===== src/common/amce_pkg.sv =====
// Notes on behaviour
// - ready_wait_input synchronised before any use
// - ready first sampled two cycles before strobe end, then every cycle while it stays low
// - each low ready cycle extends strobe one cycle
// - strobe ends one cycle after ready seen high
// - read selects valid read_setup_cycles before strobe low
// - read selects held read_hold_cycles after strobe high
// - write selects and data valid write_setup_cycles before
// - write selects and data held write_hold_cycles after
// - strobes change only on interface clock edges
// - phases counted in interface output clock periods
// - read data captured at read strobe rising edge
// - wide instance: 8 enables, address 22:3, 64 data
// - narrow instance: 2 enables, address 20:1, 16 data
// - three strobe pins used as output, read, write
// - timing counts per chip-select space from software
package amce_pkg;
  // ************************************************************
  // geometry of the wide and narrow instances (narrow overrides by parameter)
  // ************************************************************
  localparam int WIDE_DATA_W = 64;
  localparam int WIDE_BE_W = 8;
  localparam int WIDE_ADDR_HI = 22;
  localparam int WIDE_ADDR_LO = 3;
  localparam int NARROW_DATA_W = 16;
  localparam int NARROW_BE_W = 2;
  localparam int NARROW_ADDR_HI = 20;
  localparam int NARROW_ADDR_LO = 1;
  // ************************************************************
  // timing
  // ************************************************************
  localparam int CNT_W = 6;
  localparam int NUM_CS = 4;
  localparam int CS_IDX_W = 2;
  localparam int SYNC_STAGES = 3;
  // ready is looked at this many cycles before the strobe would end
  localparam logic [CNT_W-1:0] READY_LOOKAHEAD = 6'h02;
  localparam logic [CNT_W-1:0] CNT_ONE = 6'h01;
  localparam logic [CNT_W-1:0] CNT_ZERO = 6'h00;
  typedef enum logic [1:0] {
    AMCE_IDLE,
    AMCE_SETUP,
    AMCE_STROBE,
    AMCE_HOLD
  } amce_state_t;
endpackage : amce_pkg


===== src/amce_engine.sv =====
`timescale 1ns/1ps
module amce_engine #(
  parameter int DATA_W = amce_pkg::WIDE_DATA_W,
  parameter int BE_W = amce_pkg::WIDE_BE_W,
  parameter int ADDR_HI = amce_pkg::WIDE_ADDR_HI,
  parameter int ADDR_LO = amce_pkg::WIDE_ADDR_LO,
  parameter int NUM_CS = amce_pkg::NUM_CS,
  parameter int CNT_W = amce_pkg::CNT_W
) (
  // clock and reset
  input wire logic clk,
  input wire logic reset_n,
  input wire logic clk_en,
  // per chip-select timing, packed one field per space
  input wire logic [NUM_CS*CNT_W-1:0] read_setup_cycles,
  input wire logic [NUM_CS*CNT_W-1:0] read_strobe_len,
  input wire logic [NUM_CS*CNT_W-1:0] read_hold_cycles,
  input wire logic [NUM_CS*CNT_W-1:0] write_setup_cycles,
  input wire logic [NUM_CS*CNT_W-1:0] write_strobe_len,
  input wire logic [NUM_CS*CNT_W-1:0] write_hold_cycles,
  // request side
  input wire logic req_valid,
  input wire logic req_write,
  input wire logic [amce_pkg::CS_IDX_W-1:0] req_cs,
  input wire logic [ADDR_HI:ADDR_LO] req_addr,
  input wire logic [BE_W-1:0] req_be_n,
  input wire logic [DATA_W-1:0] req_wdata,
  output logic req_ready,
  output logic rsp_valid,
  output logic [DATA_W-1:0] rsp_rdata,
  // memory pins
  output logic [NUM_CS-1:0] chip_select_n,
  output logic [BE_W-1:0] byte_enable_n,
  output logic [ADDR_HI:ADDR_LO] address_bus,
  output logic [DATA_W-1:0] data_bus_out,
  output logic data_bus_oe,
  input wire logic [DATA_W-1:0] data_bus_in,
  output logic output_enable_n,
  output logic read_strobe_n,
  output logic write_strobe_n,
  input wire logic ready_wait_input
);
  // ************************************************************
  // declarations
  // ************************************************************
  amce_pkg::amce_state_t state_r;
  logic [CNT_W-1:0] cnt_r;
  logic is_write_r;
  logic [amce_pkg::CS_IDX_W-1:0] cs_r;
  logic ready_lvl;
  logic wait_seen_r;
  logic [1:0] tail_r;

  function automatic logic [CNT_W-1:0] pick(
    input logic [NUM_CS*CNT_W-1:0] vec,
    input logic [amce_pkg::CS_IDX_W-1:0] idx);
    logic [CNT_W-1:0] v;
    v = vec[idx*CNT_W +: CNT_W];
    pick = (v == amce_pkg::CNT_ZERO) ? amce_pkg::CNT_ONE : v;
  endfunction : pick

  amce_ready_sync u_sync (
    .clk(clk),
    .reset_n(reset_n),
    .clk_en(clk_en),
    .pin_in(ready_wait_input),
    .level_out(ready_lvl)
  );

  // ************************************************************
  // phase sequencer
  // ************************************************************
  always_ff @(posedge clk or negedge reset_n) begin
    if (!reset_n) begin
      state_r <= amce_pkg::AMCE_IDLE;
      cnt_r <= amce_pkg::CNT_ZERO;
      is_write_r <= 1'b0;
      cs_r <= '0;
      wait_seen_r <= 1'b0;
      tail_r <= 2'h0;
    end else if (clk_en) begin
      unique case (state_r)
        amce_pkg::AMCE_IDLE: begin
          if (req_valid) begin
            is_write_r <= req_write;
            cs_r <= req_cs;
            state_r <= amce_pkg::AMCE_SETUP;
            cnt_r <= req_write ? pick(write_setup_cycles, req_cs)
                               : pick(read_setup_cycles, req_cs);
          end
        end
        amce_pkg::AMCE_SETUP: begin
          if (cnt_r == amce_pkg::CNT_ONE) begin
            state_r <= amce_pkg::AMCE_STROBE;
            wait_seen_r <= 1'b0;
            tail_r <= 2'h0;
            cnt_r <= is_write_r ? pick(write_strobe_len, cs_r)
                                : pick(read_strobe_len, cs_r);
          end else begin
            cnt_r <= cnt_r - amce_pkg::CNT_ONE;
          end
        end
        amce_pkg::AMCE_STROBE: begin
          if (tail_r != 2'h0) begin
            // counting out the one cycle after ready came back
            if (tail_r == 2'h1) begin
              state_r <= amce_pkg::AMCE_HOLD;
              cnt_r <= is_write_r ? pick(write_hold_cycles, cs_r)
                                  : pick(read_hold_cycles, cs_r);
            end
            tail_r <= tail_r - 2'h1;
          end else if (wait_seen_r) begin
            if (ready_lvl) begin
              tail_r <= 2'h1;
            end
          end else if (cnt_r == amce_pkg::READY_LOOKAHEAD && !ready_lvl)
          begin
            wait_seen_r <= 1'b1;
          end else if (cnt_r == amce_pkg::CNT_ONE) begin
            state_r <= amce_pkg::AMCE_HOLD;
            cnt_r <= is_write_r ? pick(write_hold_cycles, cs_r)
                                : pick(read_hold_cycles, cs_r);
          end else begin
            cnt_r <= cnt_r - amce_pkg::CNT_ONE;
          end
        end
        amce_pkg::AMCE_HOLD: begin
          if (cnt_r == amce_pkg::CNT_ONE) begin
            state_r <= amce_pkg::AMCE_IDLE;
          end else begin
            cnt_r <= cnt_r - amce_pkg::CNT_ONE;
          end
        end
      endcase
    end
  end

  // ************************************************************
  // pins
  // ************************************************************
  logic starting;
  logic going_strobe;
  logic leaving_strobe;
  logic ending;
  assign starting = (state_r == amce_pkg::AMCE_IDLE) && req_valid;
  assign going_strobe = (state_r == amce_pkg::AMCE_SETUP) &&
                        (cnt_r == amce_pkg::CNT_ONE);
  assign leaving_strobe = (state_r == amce_pkg::AMCE_STROBE) &&
    ((tail_r == 2'h1) ||
     (tail_r == 2'h0 && !wait_seen_r && cnt_r == amce_pkg::CNT_ONE &&
      !(cnt_r == amce_pkg::READY_LOOKAHEAD)));
  assign ending = (state_r == amce_pkg::AMCE_HOLD) &&
                  (cnt_r == amce_pkg::CNT_ONE);

  // selects stand from setup start to hold end
  always_ff @(posedge clk or negedge reset_n) begin
    if (!reset_n) begin
      chip_select_n <= '1;
      byte_enable_n <= '1;
      address_bus <= '0;
      data_bus_out <= '0;
      data_bus_oe <= 1'b0;
      output_enable_n <= 1'b1;
    end else if (clk_en) begin
      if (starting) begin
        chip_select_n <= ~(NUM_CS'(1) << req_cs);
        byte_enable_n <= req_be_n;
        address_bus <= req_addr;
        data_bus_out <= req_wdata;
        data_bus_oe <= req_write;
        output_enable_n <= req_write;
      end else if (ending) begin
        chip_select_n <= '1;
        byte_enable_n <= '1;
        data_bus_oe <= 1'b0;
        output_enable_n <= 1'b1;
      end
    end
  end

  always_ff @(posedge clk or negedge reset_n) begin
    if (!reset_n) begin
      read_strobe_n <= 1'b1;
      write_strobe_n <= 1'b1;
    end else if (clk_en) begin
      if (going_strobe) begin
        read_strobe_n <= is_write_r;
        write_strobe_n <= !is_write_r;
      end else if (leaving_strobe) begin
        read_strobe_n <= 1'b1;
        write_strobe_n <= 1'b1;
      end
    end
  end

  // data sampled at the edge that raises the read strobe
  always_ff @(posedge clk or negedge reset_n) begin
    if (!reset_n) begin
      rsp_valid <= 1'b0;
      rsp_rdata <= '0;
    end else if (clk_en) begin
      rsp_valid <= leaving_strobe && !is_write_r;
      if (leaving_strobe && !is_write_r) begin
        rsp_rdata <= data_bus_in;
      end
    end
  end

  always_ff @(posedge clk or negedge reset_n) begin
    if (!reset_n) begin
      req_ready <= 1'b0;
    end else if (clk_en) begin
      req_ready <= (state_r == amce_pkg::AMCE_IDLE) ? !req_valid : ending;
    end
  end
endmodule : amce_engine


===== src/amce_ready_sync.sv =====
`timescale 1ns/1ps
module amce_ready_sync (
  // clock and reset
  input wire logic clk,
  input wire logic reset_n,
  input wire logic clk_en,
  // pin and filtered level
  input wire logic pin_in,
  output logic level_out
);
  logic [amce_pkg::SYNC_STAGES-1:0] sync_r;

  always_ff @(posedge clk or negedge reset_n) begin
    if (!reset_n) begin
      sync_r <= 3'h7;
    end else if (clk_en) begin
      sync_r <= {sync_r[1:0], pin_in};
    end
  end

  // level accepted once second and third stages agree
  always_ff @(posedge clk or negedge reset_n) begin
    if (!reset_n) begin
      level_out <= 1'b1;
    end else if (clk_en && (sync_r[1] == sync_r[2])) begin
      level_out <= sync_r[2];
    end
  end
endmodule : amce_ready_sync

===== config.mk =====
export PLATFORM = sky130hd
export DESIGN_NAME = amce_engine
export DESIGN_NICKNAME = d
export VERILOG_FILES = /design/src/common/amce_pkg.sv /design/src/amce_engine.sv /design/src/amce_ready_sync.sv
export SDC_FILE = /design/constraint.sdc
export NUM_CORES = 1
export LEC_CHECK = 0
export BUFFER_PORTS_ARGS = -buffer_cell sky130_fd_sc_hd__clkbuf_2
export CAP_MARGIN = 0
export CORE_AREA = 2 2 184 186
export CTS_CLUSTER_SIZE = 25
export DETAILED_ROUTE_END_ITERATION = 10
export DIE_AREA = 0 0 186 188
export HOLD_SLACK_MARGIN = 0.05
export SYNTH_ARGS = -nofsm -noshare
export SYNTH_HDL_FRONTEND = slang
export SYNTH_SLANG_ARGS = --single-unit

===== constraint.sdc =====
create_clock -name clk -period 3.1 [get_ports clk]
set_input_delay 0.465 -clock clk [delete_from_list [all_inputs] [get_ports clk]]
set_output_delay 0.465 -clock clk [all_outputs]
set_load 0.1 [all_outputs]

==> out/metrics.csv <==
metric;value;unit
Final Max Slew Viols;0;
placed wire-length estimate;21400;µm
fin crit period;2490;ps
highest clock rate;402;MHz
met1 Use GR;19.1;%
Arr. time, crit path;2800;ps
r2r startpoint;cnt_r[2]$_DFFE_PN0P_;
initial core utilization;26.0;%
crit path kind;reg -> reg;
final hold viol count;0;
Layout area overhead;39.5;%
Rows;67;
gpl congestion;0.897;
Die Y;188;µm
chip width;186;µm
final net count;1553;
TritonCTS buffer count;17;
first-pass GRT wire length;42600;µm
Hold Buf Count CTS;0;
antenna violations before repair;1;
CP max FO;65;
Slew @ Worst Pin;753;ps
met2 usage;26.1;%
most used flip-flop cell after synthesis;dfrtp_1;
root buffer cell;clkbuf_16;
DR vias;7503;
slew margin rel.;49.8;%
Worst-path clk slew;70;ps
vias in the first global route;7737;
r2r setup slk;610;ps
DRT iter0 DRCs;372;
Synth Register Bits;184;
RSZ-0062 raised after global routing;no;
Crit path required time;3410;ps
H-tree Lvls;4;
Distinct cells, synth;52;
largest net degree at the start of global routing;78;
WL/cell;16.1;µm
Setup TNS;0;ps
Yosys warnings;0;
register area share after synthesis;53.8;%
r2r endpoint;rsp_rdata[38]$_DFFE_PN0P_;
Reg2Reg Depth;6;
share of cells above drive strength 1;48.0;%
Post-synth EDFFs;0;
Pre-antenna DRT Iters;4;
Final Setup Violations;0;
# Max-Cap Violations;0;
worst min-delay path category;in -> async;
all-layer global routing usage;15.9;%
die area;35000;µm²
Placed Area;11500;µm²
Mapped Cells;779;
met3 global-route usage;5.52;%
most common cell after layout, fill and taps aside;clkbuf_2;
post-CTS setup buffers;0;
Top Usage Layer GRT;met2;
post-route DRC violation count;0;
worst skew pair latency;430;ps
grt total ovfl;0;
clk sinks;184;
commonest cells after routing, fill and taps aside;clkbuf_2, nand2_1, dfrtp_1;
CP Capture Type;register;
Final Cell Area;12000;µm²
Post-Syn Nets;1094;
post-route ant nets;0;
vias per inst;4.41;
Post-Route WL;27400;µm
syn_area_per_cell;11.0;µm²
status;finished clean;
Cell Area, Synth;8610;µm²
CTS tree;done;
CTS Buffer Depth;2;
Core Region;33100;µm²
worst-case clock skew;13.0;ps
top-level I/O count;474;
post-cts sizing count;0;
Worst setup SP type;register;
ys async rst share;100;%
final worst-path cycle share;80.3;%
port bufs;473;
==> kinds of logic (layout without fill, tap and decap cells) <==
kind of cell    count (synthesis)  count (layout)  share of synthesized area (%)
simple gates                  330             330                           15.5
flops                         184             184                           53.8
mux                           116             116                           19.7
compound gates                 78              78                           6.11
buf+inv                        60             532                           3.52
fa+ha+maj                       7               7                           1.02
xor+xnor                        4               4                          0.407
other cells                     0               1                              0
==> layer usage <==
metal,vias to the layer above,part of all wire (%),wire [µm]
met5,-,0,0
met4,0,2.2,611
met3,37,9.9,2700
met2,354,47,13000
met1,3537,41,11200
li1,3575,-,-
==> worst max-delay path, stage by stage (launching register included) <==
cell     delay (ps)
dfrtp_1         450
nor4_4          410
and2_1          340
a21oi_2         130
nor4_4          270
buf_12          340
mux2_1          370
==> Yosys cell counts (6+ instances only) <==
cell type | number | area (µm²)
mux2i_1 | 12 | 120
ha_1 | 7 | 87.6
buf_2 | 8 | 40.0
o21ai_0 | 16 | 80.1
nor3_1 | 7 | 35.0
o22a_1 | 10 | 87.6
mux2_1 | 49 | 552
clkbuf_1 | 27 | 101
a211oi_1 | 6 | 45.0
mux2_2 | 19 | 214
a21oi_1 | 19 | 95.1
nand2_1 | 281 | 1050
nor2_1 | 21 | 78.8
buf_6 | 8 | 90.1
dfrtp_1 | 165 | 4130
inv_1 | 11 | 41.3
mux4_2 | 36 | 811
dfstp_2 | 19 | 499
==> state kept, by name (all words and copies together) (netlist names), 2 cells and up <==
| signal | flops |
|---|---|
| rsp_rdata | 64 |
| state_r | 2 |
| u_sync.sync_r | 3 |
| cnt_r | 6 |
| chip_select_n | 4 |
| byte_enable_n | 8 |
| tail_r | 2 |
| address_bus | 20 |
| cs_r | 2 |
| data_bus_out | 64 |
==> how the worst max path moves through the flow <==
stage | from | end | slack (ps)
after floorplan | cnt_r[2]$_DFFE_PN0P_ | rsp_rdata[10]$_DFFE_PN0P_ | 950
after global placement | cnt_r[2]$_DFFE_PN0P_ | rsp_rdata[0]$_DFFE_PN0P_ | 670
after detailed placement | cnt_r[2]$_DFFE_PN0P_ | rsp_rdata[38]$_DFFE_PN0P_ | 610
after CTS | cnt_r[2]$_DFFE_PN0P_ | rsp_rdata[59]$_DFFE_PN0P_ | 600
after global routing | cnt_r[2]$_DFFE_PN0P_ | rsp_rdata[38]$_DFFE_PN0P_ | 440
final | cnt_r[2]$_DFFE_PN0P_ | rsp_rdata[38]$_DFFE_PN0P_ | 610
==> cell type report <==
cell class | instances | area (µm²)
inverter | 12 | 45.0
multi-input combinational | 535 | 3690
antenna | 1 | 2.50
fill | 3346 | 21100
clock buffer | 20 | 447
sequential | 184 | 4630
tap | 448 | 561
clock inverter | 12 | 91.3
timing repair buffer | 488 | 2540
==> stage by stage <==
step | hold slack (ps) | instances | utilization [%] | worst slack [ps]
4_1_cts | 62.8 | 1699 | 36.3 | 598
5_1_grt | 83.8 | 1699 | 36.3 | 442
6_report | 72.0 | 1700 | 36.3 | 611
3_3_place_gp | 457 | 1667 | 34.6 | 668
3_5_place_dp | 461 | 1667 | 34.6 | 611
2_1_floorplan | 169 | 779 | - | 952
Power is left out: the tool's default activity adds up to more than one toggle a clock period on the data nets, which glitch-free logic cannot reach.
